## config.mk

```make
export PLATFORM = sky130hd
export DESIGN_NAME = tsseq_top
export DESIGN_NICKNAME = d
export VERILOG_FILES = /design/src/logic/tsseq_pkg.sv /design/src/logic/tsseq_tmr_if.sv /design/src/logic/tsseq_timer.sv /design/src/logic/tsseq_top.sv
export SDC_FILE = /design/constraint.sdc
export NUM_CORES = 1
export LEC_CHECK = 0
export ABC_CLOCK_PERIOD_IN_PS = 7100
export BUFFER_PORTS_ARGS = -buffer_cell sky130_fd_sc_hd__buf_2
export CORE_MARGIN = 2
export CORE_UTILIZATION = 25
export CTS_BUF_LIST = sky130_fd_sc_hd__clkbuf_4 sky130_fd_sc_hd__clkbuf_8
export DETAILED_ROUTE_END_ITERATION = 8
export HOLD_SLACK_MARGIN = 0.05
export SLEW_MARGIN = 5
export SYNTH_ARGS = -nofsm -noshare
export SYNTH_HDL_FRONTEND = slang
export SYNTH_SLANG_ARGS = --single-unit
```

## constraint.sdc

```tcl
create_clock -name pclk -period 7.1 [get_ports pclk]
set_input_delay 0.71 -clock pclk [delete_from_list [all_inputs] [get_ports pclk]]
set_output_delay 0.71 -clock pclk [all_outputs]
set_load 0.01 [all_outputs]
```

## src/logic/tsseq_pkg.sv

```systemverilog
// Constants, register map and state encoding of the transfer sequencer.
// Assumes a 200 MHz pclk and 32-bit APB data.
package tsseq_pkg;
   localparam int          CLK_MHZ      = 200;
   localparam int          OVL_MAX_MS   = 100;
   localparam int          OVL_CYC      = OVL_MAX_MS * 1000 * CLK_MHZ;
   localparam int          DLY_W        = 16;
   localparam int          NUM_DLY      = 5;
   localparam int          NUM_EVT      = 4;

   localparam logic [7:0]  ADDR_CTRL    = 8'h00;
   localparam logic [7:0]  ADDR_PRESC   = 8'h04;
   localparam logic [7:0]  ADDR_DLY0    = 8'h08;
   localparam logic [7:0]  ADDR_STATUS  = 8'h1c;
   localparam logic [7:0]  ADDR_INT_ST  = 8'h20;
   localparam logic [7:0]  ADDR_INT_CLR = 8'h24;
   localparam logic [7:0]  ADDR_INT_EN  = 8'h28;

   localparam int          CTRL_TEST    = 0;
   localparam int          CTRL_DWELL   = 1;
   localparam logic [1:0]  CTRL_RST     = 2'h0;
   localparam logic [15:0] PRESC_RST    = 16'hffff;
   localparam logic [15:0] DLY_RST      = 16'h000a;

   // Delay indices
   localparam int          D_START      = 0;
   localparam int          D_N2E        = 1;
   localparam int          D_DWELL      = 2;
   localparam int          D_E2N        = 3;
   localparam int          D_COOL       = 4;

   // Event bits
   localparam int          EV_S1_LOST   = 0;
   localparam int          EV_GEN_START = 1;
   localparam int          EV_ON_S2     = 2;
   localparam int          EV_ON_S1     = 3;

   typedef enum logic [3:0] {
      ST_ON_S1    = 4'b0000,
      ST_ES_WAIT  = 4'b0001,
      ST_GEN_WAIT = 4'b0011,
      ST_NE_WAIT  = 4'b0010,
      ST_NEUT_S2  = 4'b0110,
      ST_ON_S2    = 4'b0111,
      ST_EN_WAIT  = 4'b0101,
      ST_OVL_S1   = 4'b0100,
      ST_COOL     = 4'b1100,
      ST_OVL_S2   = 4'b1101,
      ST_NEUT_S1  = 4'b1111
   } tsseq_state_t;
endpackage

```

## src/logic/tsseq_tmr_if.sv

```systemverilog
// Link between the sequencer and its shared delay timer.
// Assumes both ends run on the same pclk.
`timescale 1ns/10ps
interface tsseq_tmr_if;
   import tsseq_pkg::*;
   logic             ce;
   logic             tick;
   logic             run;
   logic             clr;
   logic [DLY_W-1:0] dur;
   logic             done;
   modport seq (output ce, output tick, output run, output clr,
                output dur, input done);
   modport tmr (input ce, input tick, input run, input clr,
                input dur, output done);
endinterface

```

## src/logic/tsseq_timer.sv

```systemverilog
// Delay timer counting prescaled ticks up to a chosen duration.
// Assumes clr pulses when a new delay begins.
`timescale 1ns/10ps
module tsseq_timer (
   input  wire logic pclk,
   input  wire logic presetn,
   tsseq_tmr_if.tmr  tif
);
   import tsseq_pkg::*;

   logic [DLY_W-1:0] cnt_r;
   logic             done_r;

   assign tif.done = done_r;

   // Dropped run or a restart cancels the delay (see RQ13)
   always_ff @(posedge pclk or negedge presetn) begin
      if (!presetn) begin
         cnt_r  <= '0;
         done_r <= 1'b0;
      end else if (tif.ce) begin
         if (tif.clr || !tif.run) begin
            cnt_r  <= '0;
            done_r <= 1'b0;
         end else if (cnt_r >= tif.dur) begin
            done_r <= 1'b1;
         end else if (tif.tick) begin
            cnt_r <= cnt_r + 1'b1;
         end
      end
   end
endmodule

```

## src/logic/tsseq_top.sv

```systemverilog
// Transfer switch sequencer: source watch, delays, contacts, lamps, APB.
// Assumes source status pins are asynchronous and APB runs on pclk.
`timescale 1ns/10ps
// What this block does
// RQ1 - A transfer involving an out-of-spec source opens the old contacts before closing the new.
// RQ2 - A transfer between two live synchronized sources closes the new contacts before opening the old.
// RQ3 - Loss of source one starts the engine-start delay and darkens the source one available lamp.
// RQ4 - When the engine-start delay expires with source one still bad the generator start is raised.
// RQ5 - Generator pickup lights its availability lamp and starts the normal-to-emergency delay.
// RQ6 - At the end of that delay the switch goes to neutral and the source one connected lamp goes out.
// RQ7 - With dwell enabled the switch waits the neutral dwell, then closes onto source two and lights its lamp.
// RQ8 - Source one returning while on source two lights its lamp and starts the emergency-to-normal delay.
// RQ9 - After that delay the retransfer is closed when in sync, otherwise open.
// RQ10 - A closed retransfer closes source one first and opens source two within the overlap limit.
// RQ11 - After retransfer the cool-down delay runs, then the generator start and its lamp drop.
// RQ12 - In test mode the transfer is closed when in sync, and the retransfer waits until test mode is cleared.
// RQ13 - Every delay counts prescaled ticks to a set length and is cancelled when its cause goes away.
module tsseq_top #(
   parameter int OVL_LIMIT = tsseq_pkg::OVL_CYC
) (
   input  wire logic        pclk,
   input  wire logic        presetn,
   input  wire logic        ce,
   input  wire logic        psel,
   input  wire logic        penable,
   input  wire logic        pwrite,
   input  wire logic [7:0]  paddr,
   input  wire logic [31:0] pwdata,
   output logic      [31:0] prdata,
   output logic             pready,
   output logic             pslverr,
   input  wire logic        src1_ok,
   input  wire logic        src2_pickup,
   input  wire logic        src_sync,
   output logic             gen_start,
   output logic             s1_close,
   output logic             s2_close,
   output logic             s1_avail_lamp,
   output logic             s2_avail_lamp,
   output logic             s1_conn_lamp,
   output logic             s2_conn_lamp,
   output logic             irq
);
   import tsseq_pkg::*;

   tsseq_tmr_if tif ();

   logic [1:0]               s1_sy_r;
   logic [1:0]               s2_sy_r;
   logic [1:0]               sy_sy_r;
   logic [1:0]               ctrl_r;
   logic [15:0]              presc_r;
   logic [15:0]              pcnt_r;
   logic                     tick_r;
   logic [DLY_W-1:0]         dly_r [NUM_DLY];
   logic [NUM_EVT-1:0]       ist_r;
   logic [NUM_EVT-1:0]       ien_r;
   logic [NUM_EVT-1:0]       evt;
   tsseq_state_t             state_r;
   tsseq_state_t             state_nxt;
   logic [31:0]              ovl_r;
   logic                     s1_ok;
   logic                     s2_ok;
   logic                     in_sync;
   logic                     acc;
   logic                     wr;
   logic                     mapped;
   logic [31:0]              rdata;

   // Two-flop synchronisers on the source pins
   always_ff @(posedge pclk or negedge presetn) begin
      if (!presetn) begin
         s1_sy_r <= 2'h0;
         s2_sy_r <= 2'h0;
         sy_sy_r <= 2'h0;
      end else if (ce) begin
         s1_sy_r <= {s1_sy_r[0], src1_ok};
         s2_sy_r <= {s2_sy_r[0], src2_pickup};
         sy_sy_r <= {sy_sy_r[0], src_sync};
      end
   end

   assign s1_ok   = s1_sy_r[1];
   assign s2_ok   = s2_sy_r[1];
   assign in_sync = sy_sy_r[1];

   // Prescaler giving the delay tick
   always_ff @(posedge pclk or negedge presetn) begin
      if (!presetn) begin
         pcnt_r <= 16'h0;
         tick_r <= 1'b0;
      end else if (ce) begin
         tick_r <= (pcnt_r >= presc_r);
         if (pcnt_r >= presc_r) begin
            pcnt_r <= 16'h0;
         end else begin
            pcnt_r <= pcnt_r + 16'h1;
         end
      end
   end

   // Next state of the transfer sequence
   always_comb begin
      state_nxt = state_r;
      case (state_r)
         ST_ON_S1: begin
            if (!s1_ok) begin
               state_nxt = ST_ES_WAIT;                    // see RQ3
            end else if (ctrl_r[CTRL_TEST]) begin
               state_nxt = ST_GEN_WAIT;
            end
         end
         ST_ES_WAIT: begin
            if (s1_ok) begin
               state_nxt = ST_ON_S1;                      // see RQ13
            end else if (tif.done) begin
               state_nxt = ST_GEN_WAIT;                   // see RQ4
            end
         end
         ST_GEN_WAIT: begin
            if (s1_ok && !ctrl_r[CTRL_TEST]) begin
               state_nxt = ST_COOL;
            end else if (s2_ok) begin
               state_nxt = ST_NE_WAIT;                    // see RQ5
            end
         end
         ST_NE_WAIT: begin
            if (!s2_ok) begin
               state_nxt = ST_GEN_WAIT;                   // see RQ13
            end else if (s1_ok && !ctrl_r[CTRL_TEST]) begin
               state_nxt = ST_COOL;
            end else if (tif.done) begin
               if (s1_ok && in_sync) begin
                  state_nxt = ST_OVL_S2;                  // see RQ2
               end else begin
                  state_nxt = ST_NEUT_S2;                 // see RQ1
               end
            end
         end
         ST_NEUT_S2: begin
            if (!ctrl_r[CTRL_DWELL] || tif.done) begin
               state_nxt = ST_ON_S2;                      // see RQ7
            end
         end
         ST_OVL_S2: begin
            if (ovl_r >= 32'(OVL_LIMIT - 1)) begin
               state_nxt = ST_ON_S2;                      // see RQ12
            end
         end
         ST_ON_S2: begin
            if (s1_ok && !ctrl_r[CTRL_TEST]) begin
               state_nxt = ST_EN_WAIT;                    // see RQ8
            end
         end
         ST_EN_WAIT: begin
            if (!s1_ok) begin
               state_nxt = ST_ON_S2;                      // see RQ13
            end else if (tif.done) begin
               if (s2_ok && in_sync) begin
                  state_nxt = ST_OVL_S1;                  // see RQ9
               end else begin
                  state_nxt = ST_NEUT_S1;                 // see RQ1
               end
            end
         end
         ST_OVL_S1: begin
            if (ovl_r >= 32'(OVL_LIMIT - 1)) begin
               state_nxt = ST_COOL;                       // see RQ10
            end
         end
         ST_NEUT_S1: begin
            if (!ctrl_r[CTRL_DWELL] || tif.done) begin
               state_nxt = ST_COOL;
            end
         end
         ST_COOL: begin
            if (!s1_ok) begin
               state_nxt = ST_GEN_WAIT;                   // see RQ13
            end else if (tif.done) begin
               state_nxt = ST_ON_S1;                      // see RQ11
            end
         end
         default: begin
            state_nxt = ST_ON_S1;
         end
      endcase
   end

   always_ff @(posedge pclk or negedge presetn) begin
      if (!presetn) begin
         state_r <= ST_ON_S1;
      end else if (ce) begin
         state_r <= state_nxt;
      end
   end

   // Overlap counter bounding the time both contacts are closed
   always_ff @(posedge pclk or negedge presetn) begin
      if (!presetn) begin
         ovl_r <= 32'h0;
      end else if (ce) begin
         if (state_r == ST_OVL_S1 || state_r == ST_OVL_S2) begin
            ovl_r <= ovl_r + 32'h1;                       // see RQ10
         end else begin
            ovl_r <= 32'h0;
         end
      end
   end

   // Shared delay timer, restarted on every state change
   assign tif.ce   = ce;
   assign tif.tick = tick_r;
   assign tif.clr  = (state_nxt != state_r);
   always_comb begin
      tif.run = 1'b1;
      tif.dur = dly_r[D_START];
      case (state_r)
         ST_ES_WAIT:  tif.dur = dly_r[D_START];           // see RQ3
         ST_NE_WAIT:  tif.dur = dly_r[D_N2E];             // see RQ5
         ST_NEUT_S2:  tif.dur = dly_r[D_DWELL];           // see RQ7
         ST_NEUT_S1:  tif.dur = dly_r[D_DWELL];
         ST_EN_WAIT:  tif.dur = dly_r[D_E2N];             // see RQ8
         ST_COOL:     tif.dur = dly_r[D_COOL];            // see RQ11
         default:     tif.run = 1'b0;
      endcase
   end

   tsseq_timer u_timer (
      .pclk    (pclk),
      .presetn (presetn),
      .tif     (tif.tmr)
   );

   // Contacts and generator start from the next state, lamps from contacts and sources
   always_ff @(posedge pclk or negedge presetn) begin
      if (!presetn) begin
         s1_close      <= 1'b0;
         s2_close      <= 1'b0;
         gen_start     <= 1'b0;
         s1_conn_lamp  <= 1'b0;
         s2_conn_lamp  <= 1'b0;
         s1_avail_lamp <= 1'b0;
         s2_avail_lamp <= 1'b0;
      end else if (ce) begin
         s1_close <= (state_nxt == ST_ON_S1)   ||
                     (state_nxt == ST_ES_WAIT) ||
                     (state_nxt == ST_GEN_WAIT)||
                     (state_nxt == ST_NE_WAIT) ||
                     (state_nxt == ST_OVL_S2)  ||
                     (state_nxt == ST_OVL_S1)  ||
                     (state_nxt == ST_COOL);              // see RQ6
         s2_close <= (state_nxt == ST_ON_S2)   ||
                     (state_nxt == ST_EN_WAIT) ||
                     (state_nxt == ST_OVL_S2)  ||
                     (state_nxt == ST_OVL_S1);            // see RQ10
         s1_conn_lamp <= s1_close;
         s2_conn_lamp <= s2_close;
         gen_start <= !(state_nxt == ST_ON_S1 ||
                        state_nxt == ST_ES_WAIT);         // see RQ4
         s1_avail_lamp <= s1_ok;                          // see RQ3
         s2_avail_lamp <= s2_ok && gen_start;             // see RQ5
      end
   end

   // Sequence events
   assign evt[EV_S1_LOST]   = (state_r == ST_ON_S1) &&
                              (state_nxt == ST_ES_WAIT);
   assign evt[EV_GEN_START] = (state_nxt == ST_GEN_WAIT) &&
                              (state_r == ST_ES_WAIT ||
                               state_r == ST_ON_S1);
   assign evt[EV_ON_S2]     = (state_nxt == ST_ON_S2) &&
                              (state_r == ST_NEUT_S2 ||
                               state_r == ST_OVL_S2);
   assign evt[EV_ON_S1]     = (state_nxt == ST_COOL) &&
                              (state_r == ST_OVL_S1 ||
                               state_r == ST_NEUT_S1);

   // APB decode
   assign acc    = psel && penable && !pready;
   assign wr     = acc && pwrite;
   assign mapped = (paddr[1:0] == 2'h0) && (paddr <= ADDR_INT_EN);

   // Control, prescale and delay registers
   always_ff @(posedge pclk or negedge presetn) begin
      if (!presetn) begin
         ctrl_r  <= CTRL_RST;
         presc_r <= PRESC_RST;
         ien_r   <= '0;
         for (int i = 0; i < NUM_DLY; i++) begin
            dly_r[i] <= DLY_RST;
         end
      end else if (ce && wr) begin
         if (paddr == ADDR_CTRL) begin
            ctrl_r <= pwdata[1:0];
         end
         if (paddr == ADDR_PRESC) begin
            presc_r <= pwdata[15:0];
         end
         if (paddr == ADDR_INT_EN) begin
            ien_r <= pwdata[NUM_EVT-1:0];
         end
         for (int i = 0; i < NUM_DLY; i++) begin
            if (paddr == ADDR_DLY0 + 8'(4 * i)) begin
               dly_r[i] <= pwdata[DLY_W-1:0];             // see RQ13
            end
         end
      end
   end

   // Sticky event bits; a new event wins over a clear
   always_ff @(posedge pclk or negedge presetn) begin
      if (!presetn) begin
         ist_r <= '0;
      end else if (ce) begin
         if (wr && paddr == ADDR_INT_CLR) begin
            ist_r <= (ist_r & ~pwdata[NUM_EVT-1:0]) | evt;
         end else begin
            ist_r <= ist_r | evt;
         end
      end
   end

   always_ff @(posedge pclk or negedge presetn) begin
      if (!presetn) begin
         irq <= 1'b0;
      end else if (ce) begin
         irq <= |(ist_r & ien_r);
      end
   end

   // Read mux
   always_comb begin
      rdata = 32'h0;
      case (paddr)
         ADDR_CTRL:    rdata = {30'h0, ctrl_r};
         ADDR_PRESC:   rdata = {16'h0, presc_r};
         ADDR_STATUS:  rdata = {22'h0, in_sync, s2_ok, s1_ok,
                                gen_start, s2_close, s1_close,
                                state_r};
         ADDR_INT_ST:  rdata = {28'h0, ist_r};
         ADDR_INT_EN:  rdata = {28'h0, ien_r};
         default: begin
            for (int i = 0; i < NUM_DLY; i++) begin
               if (paddr == ADDR_DLY0 + 8'(4 * i)) begin
                  rdata = {16'h0, dly_r[i]};
               end
            end
         end
      endcase
   end

   // One wait state, then a registered answer
   always_ff @(posedge pclk or negedge presetn) begin
      if (!presetn) begin
         pready  <= 1'b0;
         pslverr <= 1'b0;
         prdata  <= 32'h0;
      end else if (ce) begin
         pready  <= acc;
         pslverr <= acc && !mapped;
         if (acc && !pwrite) begin
            prdata <= mapped ? rdata : 32'h0;
         end
      end
   end
endmodule

```

==> results_dict.tcl, run 1 <==
set metrics [dict create \
    status "finished clean" \
    cts_max_path_buffers 3 \
    grt_start_max_net_pins 141 \
    gp_congestion 0.842 \
    vias 8741 \
    power_density_nw_per_um2 251 \
    syn_area_sq_um 11100 \
    synthDistinctLibCells 66 \
    via_per_inst 4.97 \
    wl_per_cell_microns 17.7 \
    synthArstFlopShare_pct 100 \
    synth_edf_count 0 \
    n_antenna_cell 0 \
    seqCellArea_sq_um 5240 \
    worstSkewPairLatency_ns 0.57 \
    nFillCells 4561 \
    synth_seq_area_share_pct 47.1 \
    hold_path.class "primary input to async pin" \
    setup_tns_ns 0 \
    die_x_microns 215 \
    htreeDepth 2 \
    dieArea_sq_um 46200 \
    ios 91 \
    end_kind "register" \
    cell_internal_pwr_w 0.00218 \
    area_delta_synth_final_pct 15.2 \
    hold_viol_final 0 \
    layout_commonest_cell "dfrtp_1" \
    ys.flop_type "dfrtp_1" \
    layout-drive-gt1-share_pct 24.9 \
    drc 0 \
    cts_setup_buffers 0 \
    crit_path_max_fanout 24 \
    combPwrFrac_pct 19.5 \
    place.port_buffers 58 \
    fin_util_pct 29.1 \
    finClkSkew_ns 0.0354 \
    path_class "register to register" \
    drt_pre_antenna_iters 7 \
    setup_violations 0 \
    synth_cells 1076 \
    grt_use_total_pct 13.5 \
    core_sq_um 44000 \
    multiInputGateArea_sq_um 5490 \
    overflow 0 \
    cts_resized 0 \
    ys_ff_latch 208 \
    worst_pin_slew_ns 1.10 \
    numCtsBuffers 37 \
    drt_first_iter_violations 760 \
    ir_drop_mv 0.118 \
    ant_nets 0 \
    root_buffer "clkbuf_8" \
    cp.required_ns 7.51 \
    min_period_ns 5.23 \
    dp.final_hpwl_mm 21.1 \
    start_util_pct 25.3 \
    hold_buffers 0 \
    cts_sinks 208 \
    design.final.nets 1221 \
    pwr-share-clk_pct 38.6 \
    maxCapViolations 0 \
    die_y_microns 215 \
    wirelength_mm 31.2 \
    total_leakage_power_nw 5.67 \
    grt_pass1_vias 8807 \
    stdcell_count 1758 \
    slew_viol_final 0 \
    rows 77 \
    period_share_pct 73.7 \
    start_kind "register" \
    clk_pin_slew_ns 0.06 \
    slew_headroom_pct 26.7 \
    swShare_pct 32.3 \
    syn_area_per_cell_sq_um 10.3 \
    power.switching_w 0.00104 \
    layout_common_cells "182 x dfrtp_1, 112 x mux2_2, 92 x nand2_1" \
    hold_slack_ns 0.285 \
    rsz0062_at_grt "false" \
    seqPwrFrac_pct 41.9 \
    antenna_found_initial 4 \
    grt_pass1_wl_mm 49.7 \
    ys_warn_count 0 \
    power_w 0.00322 \
    cts_tree "done" \
    cp.arrival_ns 5.64 \
    fmax_mhz 191 \
    place_inst 1690 \
]
## logic make-up (layout without fill, tap and decap cells)
logic type | count (synthesis) | count (layout) | share of synthesized area (%)
AND/OR/NAND/NOR | 335 | 335 | 14.5
AO/OA/AOI/OAI | 232 | 232 | 14.5
flip-flops | 208 | 208 | 47.1
multiplexers | 117 | 117 | 11.8
buffers and inverters | 99 | 174 | 4.27
XOR/XNOR | 49 | 49 | 3.86
adder cells (fa/ha/maj) | 35 | 35 | 3.94
other | 1 | 16 | 0.0337
## power groups by stage
stage          Combinational, W  Sequential (W)  Clock (W)
2_1_floorplan          0.000463         0.00130          0
3_3_place_gp           0.000612         0.00137          0
3_5_place_dp           0.000623         0.00137          0
4_1_cts                0.000627         0.00135    0.00128
5_1_grt                0.000702         0.00136    0.00132
6_report               0.000627         0.00135    0.00124
## cell usage after synthesis, types with 4 or more instances
cell	count	area, sq um
dfrtp_1	182	4550
mux2_2	112	1260
nand2_1	92	345
nor2_1	89	334
o21ai_0	56	280
nand3_1	52	260
clkbuf_1	37	139
ha_1	35	438
a21oi_1	34	170
inv_1	34	128
xor2_1	32	280
a22oi_1	30	225
a222oi_1	26	260
dfstp_2	26	683
nor3_1	20	100
a21o_1	19	143
xnor2_1	17	149
buf_4	16	120
nor4_1	15	93.8
and3_1	14	87.6
a31oi_1	13	81.3
nand4_1	13	81.3
a221oi_1	10	87.6
nand2b_1	9	56.3
a22o_1	7	61.3
and4_1	7	61.3
o21a_1	6	45.0
a211oi_1	5	37.5
a32o_1	5	50.1
buf_2	5	25.0
buf_6	5	56.3
mux2i_1	4	40.0
nor2b_1	4	25.0
## per-stage QoR
step                      setup WS, ns  instance area, sq um
after floorplan                   3.39                 11200
after global placement            1.94                 12000
after detailed placement          1.92                 12000
after CTS                         1.89                 12800
after global routing              1.45                 12800
final                             1.87                 12800
## final timing paths
| kind | startpoint | endpoint | slack (ns) | cells past startpoint |
|---|---|---|---|---|
| setup / recovery | state_r[1] | u_timer.cnt_r[13] | 1.87 | 15 |
| hold / removal | presetn | ovl_r[18] | 0.29 | 1 |
| setup reg to reg | state_r[1] | u_timer.cnt_r[13] | 1.87 | 15 |
| hold reg to reg | prdata[10] | prdata[10] | 0.47 | 2 |
| max in group asynchronous | presetn | dly_r[41] | 5.25 | 2 |
| min in group pclk | src_sync | sy_sy_r[0] | 0.40 | 2 |
## registers in the layout (all words and copies together) (netlist names), 4 cells and up
signal         flops
ovl_r             32
dly_r             80
presc_r           16
ien_r              4
prdata            16
ist_r              4
u_timer.cnt_r     16
pcnt_r            16
state_r            4
## critical path: stages (launching register included)
cell and delay, ns:
dfrtp_1 0.87, inv_1 0.32, nor3_2 0.94, buf_4 0.30, nand2_1 0.07, nand3_1 0.07
o21ai_0 0.20, ha_1 0.32, nor4_1 0.31, nor3_1 0.09, a211o_1 0.33, a211oi_2 0.35
nand4_1 0.37, nor4_1 0.33, xnor2_1 0.16, a21oi_1 0.05
## routing by layer
metal	vias to the layer above	GRT usage, %	part of all wire (%)	wire length (microns)
li1	4054	-	-	-
met2	267	22.3	48	14900
met3	71	2.92	5.9	1830
met1	4343	17.2	43	13400
met5	-	0	0.13	41
met4	6	5.28	3.1	971
## layout make-up
| type | count | area share, % |
|---|---|---|
| clock buffer | 64 | 5.99 |
| clock inverter | 4 | 0.429 |
| inverter | 35 | 1.02 |
| multi-input combinational | 784 | 42.8 |
| sequential | 208 | 40.8 |
| tap | 592 | 5.78 |
| timing repair buffer | 71 | 3.10 |
(Power assumes the default switching activity.)
==> run 2, diff against run 1 <==
--- a/config.mk
+++ b/config.mk
@@ -5,7 +5,7 @@
 export SDC_FILE = /design/constraint.sdc
 export NUM_CORES = 1
 export LEC_CHECK = 0
-export ABC_CLOCK_PERIOD_IN_PS = 7100
+export ABC_CLOCK_PERIOD_IN_PS = 5000
 export BUFFER_PORTS_ARGS = -buffer_cell sky130_fd_sc_hd__buf_2
 export CORE_MARGIN = 2
 export CORE_UTILIZATION = 25
==> constraint.sdc (replaced) <==
create_clock -name pclk -period 5 [get_ports pclk]
set_input_delay 0.5 -clock pclk [delete_from_list [all_inputs] [get_ports pclk]]
set_output_delay 0.5 -clock pclk [all_outputs]
set_load 0.01 [all_outputs]
==> run 2 against run 1 <==
Against the previous run:
- clock power grew 37%
- sequential cell count is the same
- cell count grew 0.23%
- largest power group unchanged
==> results_dict.tcl, run 2 (synthesis results as in run 1) <==
set metrics [dict create \
    ir_drop_mv 0.134 \
    setup_tns_ns 0 \
    ios 91 \
    hold_viol_final 0 \
    die_x_microns 215 \
    start_kind "register" \
    layout-drive-gt1-share_pct 25.0 \
    area_delta_synth_final_pct 15.4 \
    overflow 0 \
    grt_pass1_vias 8794 \
    grt_start_max_net_pins 124 \
    worstReg2RegEnd "u_timer.cnt_r[13]" \
    power_w 0.00453 \
    rsz0062_at_grt "false" \
    cts_sinks 208 \
    top_regs "dly_r x80, ovl_r x32" \
    clk_pin_slew_ns 0.06 \
    rows 77 \
    cp.arrival_ns 4.51 \
    status "finished clean" \
    gp_congestion 0.833 \
    drc 0 \
    power_density_nw_per_um2 353 \
    rrSetupSlack_ns 0.90 \
    pre_cts_slack_ns 0.920 \
    hold_buffers 0 \
    cts_max_path_buffers 3 \
    drt_first_iter_violations 713 \
    end_kind "register" \
    worst_pin_slew_ns 0.976 \
    wirelength_mm 31.1 \
    slew_viol_final 0 \
    multiInputGateArea_sq_um 5490 \
    core_sq_um 44000 \
    drt_pre_antenna_iters 7 \
    numCtsBuffers 36 \
    period_share_pct 82.0 \
    place.port_buffers 58 \
    layout_common_cells "182 x dfrtp_1, 112 x mux2_2, 92 x nand2_1" \
    dp.final_hpwl_mm 21.1 \
    vias 8780 \
    maxCapViolations 0 \
    worstSkewPairLatency_ns 0.57 \
    cts_tree "done" \
    finClkSkew_ns 0.0422 \
    hold_path.class "primary input to async pin" \
    grt_pass1_wl_mm 49.4 \
    wl_per_cell_microns 17.6 \
    cts_setup_buffers 0 \
    layout_commonest_cell "dfrtp_1" \
    top_layer_used "met5" \
    slew_headroom_pct 34.8 \
    cts_resized 0 \
    design.final.nets 1228 \
    seqCellArea_sq_um 5240 \
    grt_use_total_pct 13.4 \
    wl_met1_mm 13.3 \
    start_util_pct 25.3 \
    min_period_ns 4.10 \
    antenna_found_initial 3 \
    top_register "dly_r" \
    reg2regPathDepth 17 \
    setup_violations 0 \
    die_y_microns 215 \
    rr_startpoint "state_r[1]" \
    via_per_inst 4.98 \
    ant_nets 0 \
    dr_wl_met2_mm 14.5 \
    dr_wl_met3_mm 2.26 \
    path_class "register to register" \
    largest_register_ff_count 80 \
    fmax_mhz 244 \
    htreeDepth 2 \
    total_leakage_power_nw 5.68 \
    dieArea_sq_um 46200 \
    crit_path_max_fanout 16 \
    setup_slack_ns 0.901 \
    root_buffer "clkbuf_8" \
    cp.required_ns 5.41 \
    nFillCells 4568 \
]
==> run 2: worst max path at each step <==
stage / cells after the start / startpoint / endpoint
final: 17 / state_r[1] / u_timer.cnt_r[13]
after CTS: 17 / state_r[1] / u_timer.cnt_r[13]
after detailed placement: 17 / state_r[1] / u_timer.cnt_r[13]
after floorplan: 16 / state_r[3] / u_timer.cnt_r[13]
after global placement: 17 / state_r[1] / u_timer.cnt_r[13]
after global routing: 17 / state_r[3] / u_timer.cnt_r[13]
==> run 2: cell type report <==
class | count | area share (%)
tap | 592 | 5.77
clock inverter | 6 | 0.721
sequential | 208 | 40.8
multi-input combinational | 784 | 42.8
timing repair buffer | 79 | 3.57
clock buffer | 57 | 5.33
antenna | 1 | 0.0195
inverter | 35 | 1.02
==> run 2: through the flow <==
stage / hold WS [ns] / area (sq um) / instances / utilization (%)
finish: 0.0522 / 12800 / 1762 / 29.2
global route: 0.122 / 12800 / 1761 / 29.1
CTS: 0.0746 / 12800 / 1761 / 29.1
detailed placement: 0.460 / 12100 / 1698 / 27.4
global placement: 0.458 / 12100 / 1698 / 27.4
floorplan: 0.204 / 11200 / 1091 / -
==> run 2: per-layer routing <==
layer  vias up  GRT usage (%)
met2       302           21.8
li1       4067              -
met3        75           3.10
met1      4332           17.3
met4         4           5.21
met5         -              0
==> run 2: worst max-delay path, cell delays in order, from the launching register on <==
cell      delay [ns]
dfrtp_1         0.71
buf_4           0.27
or2_1           0.19
nor2_1          0.07
buf_4           0.22
a222oi_1        0.28
nand3_1         0.12
o21ai_0         0.16
ha_1            0.29
nor4_1          0.25
nor3_1          0.08
a211o_1         0.33
a211oi_2        0.24
nand4_1         0.12
buf_4           0.17
nor4_1          0.23
xnor2_1         0.16
a21oi_1         0.05
==> run 2: report_power, final <==
part           switching, W  internal, W
sequential         0.000124      0.00176
clock              0.000721     0.000976
combinational      0.000615     0.000338
total               0.00146      0.00307
